[src/hw/stb_consts.svh]
`ifndef STB_CONSTS_SVH
`define STB_CONSTS_SVH

// register byte offsets, one aligned word each
`define STB_OFF_SERIAL_CONTROL_REGISTER 8'h00
`define STB_OFF_SERIAL_BUFFER 8'h04
`define STB_OFF_TIMER_MODE_CONTROL 8'h08
`define STB_OFF_TCTL 8'h0C
`define STB_OFF_T0LO 8'h10
`define STB_OFF_T0HI 8'h14
`define STB_OFF_T1LO 8'h18
`define STB_OFF_T1HI 8'h1C
`define STB_OFF_PWR 8'h20
`define STB_OFF_P2M 8'h24

// serial control field positions
`define STB_SC_RI 0
`define STB_SC_TI 1
`define STB_SC_RB8 2
`define STB_SC_TB8 3
`define STB_SC_REN 4
`define STB_SC_SM0 7

// timer control field positions
`define STB_TC_TF1 7
`define STB_TC_TR1 6
`define STB_TC_TF0 5
`define STB_TC_TR0 4

// timer mode control: nibble per timer
`define STB_TM_STRIDE 4
`define STB_TM_GATE 3
`define STB_TM_CT 2

// power control and port two mode positions
`define STB_PC_DOUBLE 7
`define STB_PC_FESEL 6
`define STB_P2_FIRST_TIMER_TOGGLE_ENABLE 0
`define STB_P2_SECOND_TIMER_TOGGLE_ENABLE 1

// reset values
`define STB_RST_BYTE 8'h00
`define STB_RST_LINE 1'b1

// timing counts
`define STB_CLK_MHZ 100
`define STB_MC_CLKS 6
`define STB_MC_LAST 3'h5
`define STB_SCLK_LOW_FIRST 3'h1
`define STB_SCLK_LOW_LAST 3'h3
`define STB_RX0_SAMPLE 3'h4
`define STB_DIV16_LAST 4'hF
`define STB_SAMPLE_POINT 4'h8
`define STB_BITS_M0 4'h8
`define STB_BITS_M1 4'hA
`define STB_BITS_M23 4'hB
`define STB_LAST_M1 4'h9
`define STB_LAST_M23 4'hA

`endif

[src/hw/stb_pkg.sv]
package stb_pkg;

  typedef enum logic [1:0] {
    STB_TX_IDLE = 2'b00,
    STB_TX_SYNC = 2'b01,
    STB_TX_SEND = 2'b11
  } stb_tx_t;

  typedef enum logic [1:0] {
    STB_RX_IDLE = 2'b00,
    STB_RX_SHIFT = 2'b01,
    STB_RX_ASYNC = 2'b11
  } stb_rx_t;

  typedef enum logic [1:0] {
    STB_SM_SHIFT = 2'b00,
    STB_SM_UART8 = 2'b01,
    STB_SM_UART9F = 2'b10,
    STB_SM_UART9T = 2'b11
  } stb_smode_t;

  typedef struct packed {
    logic [7:0] timer_low_byte;
    logic [7:0] timer_high_byte;
    logic timer_run_bit;
    logic timer_overflow_flag;
    logic toggle_enable;
    logic toggle_out;
    logic pin_sample;
  } stb_tmr_t;

  typedef struct packed {
    logic [2:0] ph;
    stb_tmr_t [1:0] tmr;
    logic [7:0] timer_mode_control;
    logic [7:0] serial_control_register;
    logic framing_error_flag;
    logic baud_doubling_bit;
    logic framing_error_select;
    logic half;
    logic [3:0] div16;
    stb_tx_t tx_st;
    logic tx_step;
    logic [10:0] tx_sh;
    logic [3:0] tx_cnt;
    logic tx_line;
    stb_rx_t rx_st;
    logic rx_prev;
    logic rx_s;
    logic [8:0] rx_sh;
    logic [3:0] rx_cnt;
    logic [7:0] rx_buf;
    logic wr_pend;
    logic rd_pend;
    logic [7:0] addr;
    logic [31:0] hrdata;
    logic hreadyout;
    logic hresp;
    logic txd;
    logic rxd_o;
    logic rxd_oe;
  } stb_state_t;

endpackage

[src/hw/stb_serial_timer.sv]
// Local design decisions: the AHB-Lite register port and the register offsets.
`timescale 1ns/10ps
`include "stb_consts.svh"
module stb_serial_timer
  import stb_pkg::*;
(
  input wire logic clk,
  input wire logic rst_n,
  input wire logic hsel,
  input wire logic [31:0] haddr,
  input wire logic [1:0] htrans,
  input wire logic hwrite,
  input wire logic [2:0] hsize,
  input wire logic [31:0] hwdata,
  input wire logic hready,
  output logic [31:0] hrdata,
  output logic hreadyout,
  output logic hresp,
  input wire logic rxd_in,
  output logic rxd_out,
  output logic rxd_oe,
  output logic txd_out,
  input wire logic first_timer_pin_in,
  output logic first_timer_pin_out,
  output logic first_timer_pin_oe,
  input wire logic second_timer_pin_in,
  output logic second_timer_pin_out,
  output logic second_timer_pin_oe,
  input wire logic external_interrupt_pin0,
  input wire logic external_interrupt_pin1
);

  stb_state_t st_reg;
  stb_state_t st_next;

  // returns {overflow, high, low} after one count
  function automatic logic [16:0] stb_step(input logic [1:0] m, input logic [7:0] lo,
                                           input logic [7:0] hi);
    logic [13:0] c13;
    logic [16:0] c16;
    logic [8:0] c8;
    begin
      c13 = {1'b0, hi, lo[4:0]} + 14'h0001;
      c16 = {1'b0, hi, lo} + 17'h00001;
      c8 = {1'b0, lo} + 9'h001;
      case (m)
        2'h0: stb_step = {c13[13], c13[12:5], lo[7:5], c13[4:0]};
        2'h1: stb_step = c16;
        2'h2: stb_step = {c8[8], hi, c8[8] ? hi : c8[7:0]};
        default: stb_step = {c8[8], hi, c8[7:0]};
      endcase
    end
  endfunction

  always_comb begin
    stb_state_t n;
    logic mc, m3_0, tick16, roll, adv, rxb, ovfh, sclk_on;
    logic set_ti, set_ri, set_fe, set_rb8, rb8v, acc;
    logic [1:0] en, inc, ovf, pin_in, ext, tm;
    logic [16:0] s;
    logic [8:0] hc;
    logic [7:0] wd, rdv;
    logic [3:0] last;
    stb_smode_t sm;
    n = st_reg;
    mc = (st_reg.ph == `STB_MC_LAST);
    m3_0 = (st_reg.timer_mode_control[1:0] == 2'h3);
    sm = stb_smode_t'(st_reg.serial_control_register[7:6]);
    tick16 = 1'b0;
    roll = 1'b0;
    adv = 1'b0;
    rxb = rxd_in;
    ovfh = 1'b0;
    sclk_on = 1'b0;
    set_ti = 1'b0;
    set_ri = 1'b0;
    set_fe = 1'b0;
    set_rb8 = 1'b0;
    rb8v = 1'b0;
    en = 2'b00;
    inc = 2'b00;
    ovf = 2'b00;
    pin_in = {second_timer_pin_in, first_timer_pin_in};
    ext = {external_interrupt_pin1, external_interrupt_pin0};
    tm = 2'b00;
    s = 17'h00000;
    hc = 9'h000;
    wd = hwdata[7:0];
    rdv = `STB_RST_BYTE;
    last = (sm == STB_SM_UART8) ? `STB_LAST_M1 : `STB_LAST_M23;
    acc = hsel & htrans[1] & hready;

    // machine cycle divider: one pulse every six clocks
    n.ph = mc ? 3'h0 : st_reg.ph + 3'h1;

    // timers
    for (int i = 0; i < 2; i++) begin
      tm = st_reg.timer_mode_control[i*`STB_TM_STRIDE +: 2];
      en[i] = st_reg.tmr[i].timer_run_bit &
              (~st_reg.timer_mode_control[i*`STB_TM_STRIDE+`STB_TM_GATE] | ext[i]);
      // counter mode counts a high-then-low pair of machine-cycle samples
      inc[i] = st_reg.timer_mode_control[i*`STB_TM_STRIDE+`STB_TM_CT] ?
               (mc & st_reg.tmr[i].pin_sample & ~pin_in[i]) : mc;
      if (mc) begin
        n.tmr[i].pin_sample = pin_in[i];
      end
      if (i == 1) begin
        // with the first timer split, the second runs out of mode 3 whatever its run bit, still under its gate
        en[1] = (tm != 2'h3) & (m3_0 | st_reg.tmr[1].timer_run_bit) &
                (~st_reg.timer_mode_control[`STB_TM_STRIDE+`STB_TM_GATE] | ext[1]);
      end
      s = stb_step(tm, st_reg.tmr[i].timer_low_byte, st_reg.tmr[i].timer_high_byte);
      if (en[i] & inc[i]) begin
        n.tmr[i].timer_low_byte = s[7:0];
        n.tmr[i].timer_high_byte = s[15:8];
      end
      ovf[i] = en[i] & inc[i] & s[16];
      if (!st_reg.tmr[i].toggle_enable) begin
        n.tmr[i].toggle_out = 1'b1;
      end else if (ovf[i]) begin
        n.tmr[i].toggle_out = ~st_reg.tmr[i].toggle_out;
      end
    end
    // split mode: high byte counts machine cycles under the second run bit
    if (m3_0) begin
      hc = {1'b0, st_reg.tmr[0].timer_high_byte} + 9'h001;
      if (st_reg.tmr[1].timer_run_bit & mc) begin
        n.tmr[0].timer_high_byte = hc[7:0];
        ovfh = hc[8];
      end
    end

    // sixteen-times bit-rate tick
    if (sm == STB_SM_UART9F) begin
      n.half = st_reg.half ^ ~st_reg.baud_doubling_bit;
      tick16 = st_reg.baud_doubling_bit | st_reg.half;
    end else begin
      n.half = st_reg.half ^ ovf[1];
      tick16 = ovf[1] & (st_reg.baud_doubling_bit | st_reg.half);
    end
    roll = tick16 & (st_reg.div16 == `STB_DIV16_LAST);
    if (tick16) begin
      n.div16 = st_reg.div16 + 4'h1;
    end

    // transmitter: async bits change at the first machine cycle after a rollover
    adv = (sm == STB_SM_SHIFT) ? mc : (st_reg.tx_step & mc);
    n.tx_step = (st_reg.tx_step & ~adv) | roll;
    case (st_reg.tx_st)
      STB_TX_SYNC: begin
        if (adv) begin
          n.tx_st = STB_TX_SEND;
          n.tx_line = st_reg.tx_sh[0];
          n.tx_sh = {1'b1, st_reg.tx_sh[10:1]};
          n.tx_cnt = st_reg.tx_cnt - 4'h1;
        end
      end
      STB_TX_SEND: begin
        if (adv) begin
          if (st_reg.tx_cnt == 4'h0) begin
            n.tx_st = STB_TX_IDLE;
            n.tx_line = `STB_RST_LINE;
            set_ti = 1'b1;
          end else begin
            n.tx_line = st_reg.tx_sh[0];
            n.tx_sh = {1'b1, st_reg.tx_sh[10:1]};
            n.tx_cnt = st_reg.tx_cnt - 4'h1;
          end
        end
      end
      default: n.tx_st = STB_TX_IDLE;
    endcase

    // receiver: a detected start bit clears div16, which also paces the transmitter
    if (tick16) begin
      n.rx_prev = rxd_in;
    end
    case (st_reg.rx_st)
      STB_RX_IDLE: begin
        if (sm == STB_SM_SHIFT) begin
          if (st_reg.serial_control_register[`STB_SC_REN] & mc &
              ~st_reg.serial_control_register[`STB_SC_RI]) begin
            n.rx_st = STB_RX_SHIFT;
            n.rx_cnt = `STB_BITS_M0;
          end
        end else if (st_reg.serial_control_register[`STB_SC_REN] & tick16 &
                     st_reg.rx_prev & ~rxd_in) begin
          n.rx_st = STB_RX_ASYNC;
          n.rx_cnt = 4'h0;
          n.div16 = 4'h0;
        end
      end
      STB_RX_SHIFT: begin
        if (st_reg.ph == `STB_RX0_SAMPLE) begin
          n.rx_s = rxd_in;
        end
        if (mc) begin
          n.rx_sh[7:0] = {st_reg.rx_s, st_reg.rx_sh[7:1]};
          n.rx_cnt = st_reg.rx_cnt - 4'h1;
          if (st_reg.rx_cnt == 4'h1) begin
            n.rx_buf = n.rx_sh[7:0];
            set_ri = 1'b1;
            n.rx_st = STB_RX_IDLE;
          end
        end
      end
      STB_RX_ASYNC: begin
        if (tick16 & (st_reg.div16 == `STB_SAMPLE_POINT)) begin
          rxb = rxd_in;
          if (st_reg.rx_cnt == 4'h0 && rxb) begin
            n.rx_st = STB_RX_IDLE;
          end else begin
            if (st_reg.rx_cnt != 4'h0 && st_reg.rx_cnt <= `STB_LAST_M1) begin
              n.rx_sh[st_reg.rx_cnt - 4'h1] = rxb;
            end
            n.rx_cnt = st_reg.rx_cnt + 4'h1;
            if (st_reg.rx_cnt == last) begin
              // a byte still unread is simply replaced
              n.rx_buf = n.rx_sh[7:0];
              set_rb8 = 1'b1;
              rb8v = n.rx_sh[8];
              set_fe = ~rxb;
              set_ri = 1'b1;
              n.rx_st = STB_RX_IDLE;
            end
          end
        end
      end
      default: n.rx_st = STB_RX_IDLE;
    endcase

    // bus slave: writes take effect in the data phase, reads wait one cycle
    n.wr_pend = acc & hwrite;
    n.rd_pend = acc & ~hwrite;
    if (acc) begin
      n.addr = haddr[7:0];
    end
    n.hreadyout = ~(acc & ~hwrite);
    n.hresp = 1'b0;
    if (st_reg.addr == `STB_OFF_SERIAL_CONTROL_REGISTER) begin
      rdv = st_reg.serial_control_register;
      if (st_reg.framing_error_select) begin
        rdv[`STB_SC_SM0] = st_reg.framing_error_flag;
      end
    end else if (st_reg.addr == `STB_OFF_SERIAL_BUFFER) begin
      rdv = st_reg.rx_buf;
    end else if (st_reg.addr == `STB_OFF_TIMER_MODE_CONTROL) begin
      rdv = st_reg.timer_mode_control;
    end else if (st_reg.addr == `STB_OFF_TCTL) begin
      rdv = {st_reg.tmr[1].timer_overflow_flag, st_reg.tmr[1].timer_run_bit,
             st_reg.tmr[0].timer_overflow_flag, st_reg.tmr[0].timer_run_bit, 4'h0};
    end else if (st_reg.addr == `STB_OFF_T0LO) begin
      rdv = st_reg.tmr[0].timer_low_byte;
    end else if (st_reg.addr == `STB_OFF_T0HI) begin
      rdv = st_reg.tmr[0].timer_high_byte;
    end else if (st_reg.addr == `STB_OFF_T1LO) begin
      rdv = st_reg.tmr[1].timer_low_byte;
    end else if (st_reg.addr == `STB_OFF_T1HI) begin
      rdv = st_reg.tmr[1].timer_high_byte;
    end else if (st_reg.addr == `STB_OFF_PWR) begin
      rdv = {st_reg.baud_doubling_bit, st_reg.framing_error_select, 6'h00};
    end else if (st_reg.addr == `STB_OFF_P2M) begin
      rdv = {6'h00, st_reg.tmr[1].toggle_enable, st_reg.tmr[0].toggle_enable};
    end
    if (st_reg.rd_pend) begin
      n.hrdata = {24'h000000, rdv};
    end

    // software writes override counting; hardware flag sets are applied last
    if (st_reg.wr_pend) begin
      if (st_reg.addr == `STB_OFF_SERIAL_CONTROL_REGISTER) begin
        n.serial_control_register[6:0] = wd[6:0];
        if (st_reg.framing_error_select) begin
          n.framing_error_flag = wd[`STB_SC_SM0];
        end else begin
          n.serial_control_register[`STB_SC_SM0] = wd[`STB_SC_SM0];
        end
      end else if (st_reg.addr == `STB_OFF_SERIAL_BUFFER) begin
        // a new write restarts any frame in flight
        n.tx_st = STB_TX_SYNC;
        n.tx_step = 1'b0;
        if (sm == STB_SM_SHIFT) begin
          n.tx_sh = {3'b111, wd};
          n.tx_cnt = `STB_BITS_M0;
        end else if (sm == STB_SM_UART8) begin
          n.tx_sh = {2'b11, wd, 1'b0};
          n.tx_cnt = `STB_BITS_M1;
        end else begin
          n.tx_sh = {1'b1, st_reg.serial_control_register[`STB_SC_TB8], wd, 1'b0};
          n.tx_cnt = `STB_BITS_M23;
        end
      end else if (st_reg.addr == `STB_OFF_TIMER_MODE_CONTROL) begin
        n.timer_mode_control = wd;
      end else if (st_reg.addr == `STB_OFF_TCTL) begin
        n.tmr[1].timer_overflow_flag = wd[`STB_TC_TF1];
        n.tmr[1].timer_run_bit = wd[`STB_TC_TR1];
        n.tmr[0].timer_overflow_flag = wd[`STB_TC_TF0];
        n.tmr[0].timer_run_bit = wd[`STB_TC_TR0];
      end else if (st_reg.addr == `STB_OFF_T0LO) begin
        n.tmr[0].timer_low_byte = wd;
      end else if (st_reg.addr == `STB_OFF_T0HI) begin
        n.tmr[0].timer_high_byte = wd;
      end else if (st_reg.addr == `STB_OFF_T1LO) begin
        n.tmr[1].timer_low_byte = wd;
      end else if (st_reg.addr == `STB_OFF_T1HI) begin
        n.tmr[1].timer_high_byte = wd;
      end else if (st_reg.addr == `STB_OFF_PWR) begin
        n.baud_doubling_bit = wd[`STB_PC_DOUBLE];
        n.framing_error_select = wd[`STB_PC_FESEL];
      end else if (st_reg.addr == `STB_OFF_P2M) begin
        n.tmr[0].toggle_enable = wd[`STB_P2_FIRST_TIMER_TOGGLE_ENABLE];
        n.tmr[1].toggle_enable = wd[`STB_P2_SECOND_TIMER_TOGGLE_ENABLE];
      end
    end
    if (ovf[0]) begin
      n.tmr[0].timer_overflow_flag = 1'b1;
    end
    if (m3_0 ? ovfh : ovf[1]) begin
      n.tmr[1].timer_overflow_flag = 1'b1;
    end
    if (set_ti) begin
      n.serial_control_register[`STB_SC_TI] = 1'b1;
    end
    if (set_ri) begin
      n.serial_control_register[`STB_SC_RI] = 1'b1;
    end
    if (set_rb8) begin
      n.serial_control_register[`STB_SC_RB8] = rb8v;
    end
    if (set_fe) begin
      n.framing_error_flag = 1'b1;
    end

    // pins: mode 0 moves data on the receive pin and clocks on the transmit pin
    sclk_on = (n.tx_st == STB_TX_SEND) | (n.rx_st == STB_RX_SHIFT);
    if (sm == STB_SM_SHIFT) begin
      n.txd = ~(sclk_on & (n.ph >= `STB_SCLK_LOW_FIRST) &
                (n.ph <= `STB_SCLK_LOW_LAST));
      n.rxd_oe = (n.tx_st == STB_TX_SEND);
    end else begin
      n.txd = n.tx_line;
      n.rxd_oe = 1'b0;
    end
    n.rxd_o = n.tx_line;
    st_next = n;
  end

  always_ff @(posedge clk) begin
    if (!rst_n) begin
      st_reg <= '0;
      st_reg.tmr[0].toggle_out <= 1'b1;
      st_reg.tmr[1].toggle_out <= 1'b1;
      st_reg.tx_line <= `STB_RST_LINE;
      st_reg.rx_prev <= `STB_RST_LINE;
      st_reg.txd <= `STB_RST_LINE;
      st_reg.hreadyout <= 1'b1;
    end else begin
      st_reg <= st_next;
    end
  end

  assign hrdata = st_reg.hrdata;
  assign hreadyout = st_reg.hreadyout;
  assign hresp = st_reg.hresp;
  assign rxd_out = st_reg.rxd_o;
  assign rxd_oe = st_reg.rxd_oe;
  assign txd_out = st_reg.txd;
  assign first_timer_pin_out = st_reg.tmr[0].toggle_out;
  assign first_timer_pin_oe = st_reg.tmr[0].toggle_enable;
  assign second_timer_pin_out = st_reg.tmr[1].toggle_out;
  assign second_timer_pin_oe = st_reg.tmr[1].toggle_enable;

endmodule // stb_serial_timer

[config.mk]
export PLATFORM = sky130hd
export DESIGN_NAME = stb_serial_timer
export DESIGN_NICKNAME = d
export VERILOG_FILES = /design/src/hw/stb_pkg.sv /design/src/hw/stb_serial_timer.sv
export VERILOG_INCLUDE_DIRS = /design/src /design/src/hw
export SDC_FILE = /design/constraint.sdc
export NUM_CORES = 1
export LEC_CHECK = 0
export ABC_AREA = 1
export BUFFER_PORTS_ARGS = -buffer_cell sky130_fd_sc_hd__buf_2
export CAP_MARGIN = 30
export CORE_ASPECT_RATIO = 1.4
export CORE_MARGIN = 2
export CORE_UTILIZATION = 35
export CTS_CLUSTER_DIAMETER = 80
export DETAILED_ROUTE_END_ITERATION = 6
export GPL_ROUTABILITY_DRIVEN = 0
export PLACE_DENSITY_LB_ADDON = 0.2
export SYNTH_ARGS = -nofsm -noshare
export SYNTH_HDL_FRONTEND = slang
export SYNTH_SLANG_ARGS = --single-unit
export TNS_END_PERCENT = 5
[constraint.sdc]
create_clock -name clk -period 5.25 [get_ports clk]
set_input_delay 0.2625 -clock clk [delete_from_list [all_inputs] [get_ports clk]]
set_output_delay 0.2625 -clock clk [all_outputs]
set_load 0.1 [all_outputs]
# Word level (Yosys, flattened, before mapping)
# Index checks and enable logic that the tools add are counted.
# totals
elab_cells	353
in_bits	79
regBits	136
out_inout_bits	41
# classes
muxes	141
order_cmp	5
n_eq_ne	42
n_addsub	12
bitwise_logic	60
n_reduce_logical	46
# op_table
operator	n
two-way mux 8 bit	21
two-way mux 19 bit	8
two-way mux 16 bit	8
case mux 17 bit (3 select lines)	2
two-way mux 20 bit	3
two-way mux 18 bit	3
two-way mux 1 bit	49
two-way mux 2 bit	24
adder 16 x 1 -> 17 bit, second input constant	2
== test 8 x 5 -> 1 bit, second input constant	4
two-way mux 4 bit	8
case mux 16 bit (2 select lines)	1
case mux 8 bit (2 select lines)	2
adder 13 x 1 -> 14 bit, second input constant	2
bitwise AND 1 bit	28
two-way mux 14 bit	2
nonzero test 2 bit	14
adder 8 x 1 -> 9 bit, second input constant	3
inverter 1 bit	24
!= test 2 bit, second input constant	9
== test 8 x 4 -> 1 bit, second input constant	2
== test 8 x 6 -> 1 bit, second input constant	2
AND reduction 2 bit	8
two-way mux 15 bit	1
other kinds (40)	76

# Depth between registers and ports, before layout
# Gate-level depths: netlist of run 1.
# depth
depth_word	20
depth_mapped	18
mapped_depth_nobuf	18

# Worst setup path after synthesis of run 1
# Ideal clock, no wire load.
# synth_path
path_kind	register to register
from	reg st_reg[149] (netlist name)
to	reg st_reg[66] (netlist name)
n_path_buf	1
setup_ns	0.115
stages_incl_launch_ff	18
slack_ns	3.191
t_required_ns	5.135
t_arrival_ns	1.944
path_cell_list	dfxtp_1 ha_1 nand2_1 nor2_2 nand2_2 nor2_1 nand2_1 nand2_2 nand2_4 nand2_4 nand3_4 nand2_4 nand2_4 nor2_8 nand2_4 buf_6 o21ai_2 a21oi_2
# synth_via
elab_chain_len	8
elab_cells_between_ends	10
cone_classes	3 x add/sub; 1 x eq/ne; 2 x mux; 3 x bitwise; 1 x reduce/logical
# synth_rtl
item	line	rtl
start: declaration	stb_serial_timer.sv:33	stb_state_t st_reg;
start signal: assignment	stb_serial_timer.sv:358	st_reg <= st_next;
adder 16 x 1 -> 17 bit, or another cell as far along	stb_serial_timer.sv:44	c16 = {1'b0, hi, lo} + 17'h00001;
case mux 17 bit (3 select lines) *	stb_serial_timer.sv:46	case (m)
bitwise AND 1 bit *	stb_serial_timer.sv:117	ovf[i] = en[i] & inc[i] & s[16];
bitwise AND 1 bit *	stb_serial_timer.sv:139	tick16 = ovf[1] & (st_reg.baud_doubling_bit | st_reg.half);
two-way mux 1 bit *	stb_serial_timer.sv:134	if (sm == STB_SM_UART9F) begin
bitwise AND 1 bit *	stb_serial_timer.sv:208	if (tick16 & (st_reg.div16 == `STB_SAMPLE_POINT)) begin
!= test 2 bit (no line) *	-	
AND reduction 4 bit (no line) *	-	
# Mark *: on every way between the ends. The rest lies on a longest branch, timed or not.
# A chain may end at the register's enable or synchronous reset.

# Worst setup path in the final report of run 1
# layout_path
from	reg st_reg[107] (netlist name)
to	reg st_reg[63] (netlist name)
# layout_via
elab_chain_len	11
# layout_rtl
item	line	rtl
== test 2 bit	stb_serial_timer.sv:67	m3_0 = (st_reg.timer_mode_control[1:0] == 2'h3);
OR 1 bit	stb_serial_timer.sv:109	en[1] = (tm != 2'h3) & (m3_0 | st_reg.tmr[1].timer_run_bit) &
bitwise AND 1 bit (2 in a row)	stb_serial_timer.sv:109	
bitwise AND 1 bit (2 in a row)	stb_serial_timer.sv:117	
bitwise AND 1 bit	stb_serial_timer.sv:139	
two-way mux 1 bit	stb_serial_timer.sv:134	
bitwise AND 1 bit	stb_serial_timer.sv:208	
!= test 2 bit (no line)	-	
AND reduction 4 bit (no line)	-	
# No other way between the ends.

==> metrics.txt, run 1 <==
status=completed; layout cells sized above 1=9.136%; Resize count post-CTS=0; final WL=25950 µm; delay-heaviest family, CP=simple AND/OR/NAND/NOR gates; endpoints failing hold=0; relative slew slack=a little over two fifths; RSZ-0062 raised after global routing=false; clock sinks=135; Worst-Skew Late Latency=between 0.4 and 0.5 ns; crit path launch type=flop; Peak VDD IR=219.3 µV; first-pass GRT wire length=between 40000 and 50000 µm; hold_ws=0.05484 ns; highest clock rate=384.5 MHz; htree depth=4; DP Wirelength=19040 µm; fin crit period=2.601 ns; First-pass DRT Iterations=6; Post-synth ARST share=0%; Clock Skew=approximately 0.0086 ns; max incr delay on CP=between 0.5 and 0.6 ns; Antenna Cells=0; die width=132.4 µm; Total Neg Setup Slack=0 ns; Lkg Pwr=3.464 nW; Synth Instances=1185; critical path type=reg -> reg; Top FF cell, synth=dfxtp_1; Worst Min Path Start=hwrite; 1st-iter DRT viols=690; Synth Register Bits=135; fin. max-slew vios=0; metal1 wirelength=10970 µm; Final setup viols=0; Design Power=2.607 mW; setup ws final=about 2.6 ns; Antenna Nets Post-Route=0; min-delay worst type=in -> reg; Syn. warnings=0; crit path capture type=flop; Remaining DRCs=0; Worst path slowest cell=dfxtp_1; total gr overflow=0; DR WL met3=1311 µm; CP required=5.55 ns; routed vias=8096; average routed wire per standard cell=17.12 µm; Core Box Area=22610 µm²; Crit Path Max Fanout=17; vias in the first global route=7608; Starting Density=35.71%; Port Buffers=42; CP arrival=2.90 ns; die area=24310 µm²; placed cell count=approximately 1.5k; Post-CTS Setup Bufs=0; post-route insts no fill=1516; Post-Syn Area=8073 µm²; fin nets=1296; mean cell area of the mapped netlist=a little under 7 µm²; Die Y-Extent=183.7 µm; gr usage total=around 21%; initial antenna violation count=0; clock slew at reported path FFs=about 0.060 ns; PwrDens=291.0 nW/µm²; top layer in use=met4; vias per cell=5.340; register area share after synthesis=between 30% and 40%; worst slew pin tran=0.8442 ns; CTS buffer count=17; synth unique cells=57; TritonCTS clock tree=built; max_cap viols=0; Hold Buf Count CTS=0; clock root cell=clkbuf_16; largest net degree at the start of global routing=66; worst path buffer plus inverter count=1; I/O pin count=between 100 and 150; CP startpoint=st_reg[107]$_SDFFE_PN0P_; max reg flops=~120; critical-path cell list=nand2_1 > inv_2 > o21ai_1 > nor2_4 > nand2_4 > nand2_4 > nand3_4 > nand2_4 > nand2_4 > nor2_8 > nand2_4 > o21ai_0 > a21oi_1; Tcrit/Tclk final=between 40 and 50%; met2 WL=between 10000 and 15000 µm; CP dominant cell by count=nand2_4; standard-cell rows=65; DP Worst Slack=2.680 ns; number of flops mapped to enable cells by yosys=0; worst r2r src=st_reg[107]$_SDFFE_PN0P_; Syn-to-layout area delta=10.97%; Max clock buf depth=2
==> kinds of logic (layout without fill, tap and decap cells) <==
logic type	after synthesis	count (layout)	synth area share (%)
compound gates	404	404	28.46
simple gates	367	367	20.52
buf+inv	245	251	13.21
flops	135	135	33.48
fa+ha+maj	13	13	2.015
xor+xnor	13	13	1.410
mux	7	7	0.8680
other cells	1	25	0.04645
==> final cells by class <==
| cell class | instances | area (µm²) |
|---|---|---|
| sequential | 135 | 2703 |
| tap | 301 | 376.6 |
| inverter | 177 | 664.4 |
| fill | 2454 | 13650 |
| clock buffer | 21 | 470.5 |
| clock inverter | 9 | 125.1 |
| multi-input combinational | 829 | 4394 |
| timing repair buffer | 44 | 225.2 |
==> cell usage in the layout, fill, tap and decap left out, types with 21 or more instances in the layout <==
cell type / instances
nand3_1: 48
nand2_1: 143
o21ai_0: 173
nor2_1: 115
inv_1: 171
conb_1: 25
buf_2: 42
a21oi_1: 123
a31oi_1: 21
dfxtp_1: 135
==> power breakdown <==
group	total (mW)	internal (mW)	switching, mW
Sequential	1.06	1.04	0.0169
Combinational	0.316	0.0601	0.255
Clock	1.23	0.776	0.456
Total	2.61	1.88	0.728
==> worst register-to-register path, delay by kind of cell, from the launching register on <==
family	cells	cell delay [ns]
AND/OR/NAND/NOR	9	1.43
flip-flops	1	0.58
AO/OA/AOI/OAI	3	0.36
buffers and inverters	1	0.11
==> routing by layer <==
layer,up-vias,GRT usage [%]
li1,4017,-
met1,3758,25.46
met2,260,37.12
met3,61,4.025
met4,0,10.41
met5,-,0
==> worst paths after layout <==
path | cells past startpoint | slack (ns) | endpoint
min reg2reg | 2 | 0.45 | st_reg[43]$_SDFFE_PN0P_
max | 13 | 2.65 | st_reg[63]$_SDFFE_PN0P_
max reg2reg | 13 | 2.65 | st_reg[63]$_SDFFE_PN0P_
min | 2 | 0.05 | st_reg[45]$_SDFF_PN0_
==> synth_stat cells, types with 4 or more instances <==
| library cell | n | share of area, % |
|---|---|---|
| o22ai_1 | 14 | 1.1 |
| a221oi_1 | 11 | 1.2 |
| a211oi_1 | 10 | 0.93 |
| clkbuf_1 | 25 | 1.2 |
| nor2_1 | 115 | 5.3 |
| nand4_1 | 6 | 0.47 |
| nand3_1 | 48 | 3.0 |
| nor2_2 | 4 | 0.31 |
| o221ai_1 | 4 | 0.43 |
| buf_4 | 35 | 3.3 |
| nand2_2 | 7 | 0.54 |
| a31oi_1 | 21 | 1.6 |
| o211ai_1 | 17 | 1.6 |
| xor2_1 | 12 | 1.3 |
| a21oi_1 | 123 | 7.6 |
| nor3b_1 | 4 | 0.37 |
| nand2_1 | 143 | 6.6 |
| dfxtp_1 | 135 | 33 |
| inv_1 | 171 | 8.0 |
| nand2_4 | 5 | 0.70 |
| nor2_4 | 4 | 0.56 |
| buf_2 | 6 | 0.37 |
| o21ai_0 | 173 | 11 |
| inv_2 | 6 | 0.28 |
| ha_1 | 13 | 2.0 |
| nor4_1 | 4 | 0.31 |
| mux2i_1 | 7 | 0.87 |
| nor3_1 | 17 | 1.1 |
==> per-stage QoR <==
| stage | utilization (%) | instance area [µm²] |
|---|---|---|
| 2_1_floorplan | - | 8163 |
| 3_3_place_gp | 36.99 | 8363 |
| 3_5_place_dp | 36.99 | 8363 |
| 4_1_cts | 39.62 | 8959 |
| 5_1_grt | 39.62 | 8959 |
| 6_report | 39.62 | 8959 |
Power figures use the tool's default switching activity.
==> run 2, diff against run 1 <==
Clock period 5.25 ns to 2.18 ns, I/O delays scaled along.
==> run 2 against run 1 <==
Against the previous run:
- critical path depth is the same
- global-route usage grew 0.56 points
- combinational power grew to 2.7 times the previous value
- sequential power grew 140%
- count of clock-buffer cells in the layout shrank 3
- hold slack lost 0.048 ns
- clock power grew 130%
- fmax grew 26%
- register-to-register slack lost 2.5 ns
- via count grew 3.4%
- routed wire length grew 2.2%
==> metrics.txt, run 2 (synthesis gave the netlist of run 1 again) <==
DP Wirelength=19980 µm (+4.9%); endpoints failing hold=0 (unchanged); gr usage total=22.01% (+0.56 points); clock root cell=clkbuf_16; Design Power=6.211 mW (+140%); Lkg Pwr=3.876 nW (+12%); largest net degree at the start of global routing=96 (+45%); min-delay worst type=in -> reg; fin crit period=2.064 ns (-0.5367 ns); routed vias=8375 (+3.4%); worst r2r src=st_reg[157]$_SDFF_PN0_; Combinational Power Share=13.7% (+1.6 points); r2r setup slk=0.12 ns (-2.53 ns); hold_ws=0.006473 ns (-0.04837 ns); max_cap viols=0 (unchanged); setup ws final=0.1158 ns (-2.533 ns); PwrDens=639.3 nW/µm² (+120%); clock power share=45.2% (-2.1 points); placed cell count=1558 (+4.8%); RR Endpoint=st_reg[61]$_SDFFE_PN0P_; standard-cell rows=65 (unchanged); max reg flops=119 (unchanged); Worst Reg-to-Reg Cells=13 (unchanged); Core Box Area=22610 µm² (unchanged); Port Buffers=42 (unchanged); I/O pin count=120 (unchanged); Sw Pwr=1.960 mW (+170%); status=completed; Total Neg Setup Slack=0 ns (unchanged); most frequent cells in the layout=168 x inv_1, 159 x o21ai_0, 141 x nand2_1; Crit Path Max Fanout=8 (-9); Remaining DRCs=0 (unchanged); clock slew at reported path FFs=0.07 ns (about the same); Worst path slowest cell=dfxtp_2; Antenna Nets Post-Route=0 (unchanged); Pint=4.251 mW (+130%); final WL=26510 µm (+2.2%); highest clock rate=484.4 MHz (+26%); first-pass GRT wire length=42250 µm (+3.2%); Starting Density=35.71% (unchanged); vias per cell=5.225 (-2.2%); Antenna Cells=0 (unchanged); Reg power frac=41.1% (+0.5 points); DP Worst Slack=0.06396 ns (-2.616 ns); Setup crit end=st_reg[61]$_SDFFE_PN0P_; CP startpoint=st_reg[157]$_SDFF_PN0_; total gr overflow=0 (unchanged); die width=132.4 µm (unchanged); vias in the first global route=8026 (+5.5%); CP required=2.51 ns (-3.04 ns); RSZ-0062 raised after global routing=true; critical-path cell list=nand2_1 > nor2_4 > o211ai_2 > nor2_4 > nand2_4 > nand2_4 > nand3_2 > nand2_2 > nand2_2 > nor2_8 > nand2_8 > o21ai_2 > a21oi_1; Syn-to-layout area delta=20.35%; htree depth=4 (unchanged); CTS buffer count=17 (unchanged); clock sinks=135 (unchanged); initial antenna violation count=0 (unchanged); average routed wire per standard cell=16.54 µm (-3.4%); 1st-iter DRT viols=743 (+7.7%); max incr delay on CP=0.35 ns (-0.23 ns); critical path type=reg -> reg; Worst-Skew Late Latency=0.43 ns (about the same); crit path launch type=flop; post-route insts no fill=1603 (+5.7%); fin nets=1381 (+6.6%); Max clock buf depth=2 (unchanged); Util after Layout=42.97% (+3.3 points); Final setup viols=0 (unchanged); Tcrit/Tclk final=94.69% (+45 points); worst slew pin tran=0.6006 ns (-0.2436 ns); First-pass DRT Iterations=5 (-1); CP arrival=2.39 ns (-0.51 ns); Switching Fraction=31.56% (+3.6 points); fill count=2401 (-2.2%); Clock Skew=0.01106 ns (+0.002421 ns); die area=24310 µm² (unchanged); final instance area=9716 µm² (+8.4%); relative slew slack=58.93% (+15 points); crit path capture type=flop; TritonCTS clock tree=built; most common cell after layout, fill and taps aside=inv_1; worst hold path cell count=3 (+1); fin. max-slew vios=0 (unchanged); Peak VDD IR=514.3 µV (+130%); layout cells sized above 1=16.74% (+7.6 points); placed instance area=8929 µm² (+6.8%); Die Y-Extent=183.7 µm (unchanged)
==> run 2: worst min path at each step <==
stage	end	startpoint	slack, ns
2_1_floorplan	st_reg[45]$_SDFF_PN0_	hwrite	0.20
3_3_place_gp	st_reg[45]$_SDFF_PN0_	hwrite	0.33
3_5_place_dp	st_reg[45]$_SDFF_PN0_	hwrite	0.32
4_1_cts	st_reg[41]$_SDFFE_PN0P_	haddr[4]	0.01
5_1_grt	st_reg[41]$_SDFFE_PN0P_	haddr[4]	0.02
6_report	st_reg[41]$_SDFFE_PN0P_	haddr[4]	0.006
==> run 2: what timing repair did <==
item | in CTS | in global routing
hold buffers | 8 | 0
setup endpoints to repair | 0 | 34
endpoints found under the hold margin | 10 | 0
gates resized for setup | 0 | 46
setup buffers | 0 | 4
==> run 2: power by group through the flow <==
| stage | clock [mW] | combinational (mW) | sequential, mW |
|---|---|---|---|
| after floorplan | 0 | 0.589 | 2.63 |
| after global placement | 0 | 0.797 | 2.60 |
| after detailed placement | 0 | 0.798 | 2.60 |
| after CTS | 2.86 | 0.811 | 2.55 |
| after global routing | 2.97 | 0.926 | 2.56 |
| final | 2.81 | 0.851 | 2.55 |
==> run 2: worst max-delay path: cells and delay by family, from the launching register on <==
kind             cells  cell delay [ns]
AO/OA/AOI/OAI        3             0.34
AND/OR/NAND/NOR     10             1.25
flip-flops           1             0.35
==> run 2: routing by layer <==
metal,GRT usage (%),routed length (µm)
met1,26.12,11200
met3,3.226,1043
met2,39.88,13440
met4,8.430,828
met5,0,0
==> run 2: final cells by class <==
class	count	area (µm²)	share of cell area (%)
multi-input combinational	830	4489	46.21
tap	301	376.6	3.876
sequential	135	2714	27.93
clock inverter	14	127.6	1.314
clock buffer	18	439.2	4.520
timing repair buffer	128	904.6	9.311
inverter	177	664.4	6.838
==> run 3, diff against run 2 <==
Settings changed: CELL_PAD_IN_SITES_DETAIL_PLACEMENT set to 1, CELL_PAD_IN_SITES_GLOBAL_PLACEMENT set to 1.
Clock period 2.18 ns to 1.95 ns, I/O delays scaled along.
==> run 3 against run 2 <==
Against the previous run:
- the run now ends with setup timing left
- fmax rose by 2.3%
- first-iteration DRC count fell by 39%
- worst setup slack lost 0.18 ns
- total power is 12% higher
- via count grew 6.8%
==> metrics.txt, run 3 (synthesis gave the netlist of run 1 again) <==
status=finished with violations; failing checks=setup timing; worst r2r src=st_reg[150]$_SDFF_PN0_; CP startpoint=st_reg[150]$_SDFF_PN0_; worst slew pin tran=0.5796 ns (-0.02098 ns); fin crit period=2.018 ns (-0.04577 ns); Worst Hold End=st_reg[136]$_SDFFE_PN0N_; CP required=2.29 ns (-0.22 ns); first-pass GRT wire length=49470 µm (+17%); Worst Reg-to-Reg Cells=16 (+3); fin. max-slew vios=0 (unchanged); Worst path slowest cell=dfxtp_4; max reg flops=119 (unchanged); crit path capture type=flop; TritonCTS clock tree=built; DP Wirelength=23820 µm (+19%); Syn-to-layout area delta=30.30%; highest clock rate=495.4 MHz (+2.3%); gr usage total=25.95% (+3.9 points); critical path type=reg -> reg; M1 GR Usage=27.48% (+1.4 points); standard-cell rows=65 (unchanged); First-pass DRT Iterations=5 (unchanged); Max clock buf depth=2 (unchanged); average routed wire per standard cell=18.72 µm (+13%); max_cap viols=0 (unchanged); vias per cell=5.322 (+1.9%); Core Box Area=22610 µm² (unchanged); crit path launch type=flop; final instance area=10520 µm² (+8.3%); CP dominant cell by count=nand2_4; worst path buffer plus inverter count=1 (+1); initial antenna violation count=0 (unchanged); layout cells sized above 1=24.86% (+8.1 points); worst hold path cell count=3 (unchanged); critical-path cell list=ha_4 > nand2_4 > nor2_4 > nand2_2 > nor2_1 > nand2_1 > nand2_2 > nand2_4 > nand2_4 > nand3_4 > nand2_4 > nand2_4 > nor2_8 > buf_6 > o21ai_0 > a21oi_1; RR Endpoint=st_reg[56]$_SDFFE_PN0P_; PwrDens=660.7 nW/µm² (+3.4%); Die Y-Extent=183.7 µm (unchanged); Total Neg Setup Slack=-0.5682 ns (-0.5682 ns); htree depth=4 (unchanged); Worst Min Path Start=second_timer_pin_in; setup ws final=-0.06846 ns (-0.1842 ns); total gr overflow=0 (unchanged); delay-heaviest family, CP=simple AND/OR/NAND/NOR gates; vias in the first global route=9417 (+17%); min-delay worst type=in -> reg; r2r setup slk=-0.07 ns (-0.18 ns); fin nets=1464 (+6.0%); fill count=2948 (+23%); Final setup viols=13 (+13); multi-input logic area=4701 µm² (+4.7%); max incr delay on CP=0.36 ns (about the same); placed instance area=9542 µm² (+6.9%); 1st-iter DRT viols=451 (-39%); RSZ-0062 raised after global routing=true; Starting Density=35.71% (unchanged); Remaining DRCs=0 (unchanged); most common cell after layout, fill and taps aside=inv_1; Global Route met2 Usage=51.03% (+11 points); largest net degree at the start of global routing=74 (-23%); routed vias=8946 (+6.8%); relative slew slack=61.25% (+2.3 points); clock sinks=135 (unchanged); die area=24310 µm² (unchanged); CTS buffer count=17 (unchanged); most frequent cells in the layout=162 x inv_1, 155 x buf_4, 135 x o21ai_0; final WL=31470 µm (+19%); gr busiest metal=met2; Crit Path Max Fanout=5 (-3); endpoints failing hold=0 (unchanged); Clock Skew=0.007461 ns (-0.003598 ns); Lkg Pwr=4.296 nW (+11%); clock root cell=clkbuf_16; Peak VDD IR=612.5 µV (+19%); I/O pin count=120 (unchanged); clock slew at reported path FFs=0.06 ns (about the same); Antenna Nets Post-Route=0 (unchanged); Tcrit/Tclk final=103.5% (+8.8 points); Antenna Cells=0 (unchanged); Design Power=6.950 mW (+12%); Worst-Skew Late Latency=0.42 ns (about the same); CP arrival=2.36 ns (-0.03 ns); met3 usage in global routing=3.722% (+0.50 points); Sequential Area=2721 µm² (+0.28%); Port Buffers=42 (unchanged); die width=132.4 µm (unchanged)
[run 3: area by class of cell]
type,instances,area share (%)
clock inverter,5,0.4996
multi-input combinational,829,44.69
inverter,177,6.316
clock buffer,22,4.413
tap,301,3.580
timing repair buffer,211,14.56
sequential,135,25.87
timing repair inverter,1,0.07137
[run 3: timing repair]
item / 4_1_cts / 5_1_grt
gates cloned: 0 / 1
resized for setup: 31 / 102
endpoints found under the setup margin: 45 / 97
hold endpoints to repair: 12 / 0
pin swaps: 8 / 11
buffers inserted: 0 / 6
hold buffers: 10 / 0
[run 3: metrics by stage]
step / util, % / setup WS (ns) / hold WS (ns) / std cells
after floorplan: - / -0.03673 / 0.1898 / 1209
after global placement: 42.20 / -0.08281 / 0.3214 / 1637
after detailed placement: 42.20 / -0.1729 / 0.3175 / 1637
after CTS: 45.24 / -0.06811 / 0.009933 / 1674
after global routing: 46.52 / -0.1759 / 0.03192 / 1681
final: 46.52 / -0.06846 / 0.02054 / 1681
[run 3: worst max path at each step]
| stage | cells past startpoint | slack, ns | to |
|---|---|---|---|
| 2_1_floorplan | 17 | -0.04 | st_reg[66]$_SDFFE_PN0P_ |
| 3_3_place_gp | 10 | -0.08 | hrdata[4]$_SDFFE_PN0P_ |
| 3_5_place_dp | 7 | -0.17 | st_reg[53]$_SDFFE_PN0P_ |
| 4_1_cts | 18 | -0.07 | txd_out$_SDFF_PN1_ |
| 5_1_grt | 16 | -0.18 | st_reg[63]$_SDFFE_PN0P_ |
| 6_report | 16 | -0.07 | st_reg[56]$_SDFFE_PN0P_ |
[run 3: report_power, final]
group / internal [mW] / switching, mW / leakage [nW]
combinational: 0.319 / 0.798 / 2.95
sequential: 2.80 / 0.0392 / 1.10
clock: 1.78 / 1.21 / 0.253
total: 4.90 / 2.05 / 4.30
[run 3: metal layers]
layer	vias to the layer above	part of all wire [%]
met5	-	0
met4	0	3.2
met3	62	2.9
met2	155	54
met1	4390	39
li1	4339	-
[run 3: tightest hold or removal path: stages]
cell	delay (ns)
buf_2	0.11
o21ai_0	0.09
a21oi_1	0.11
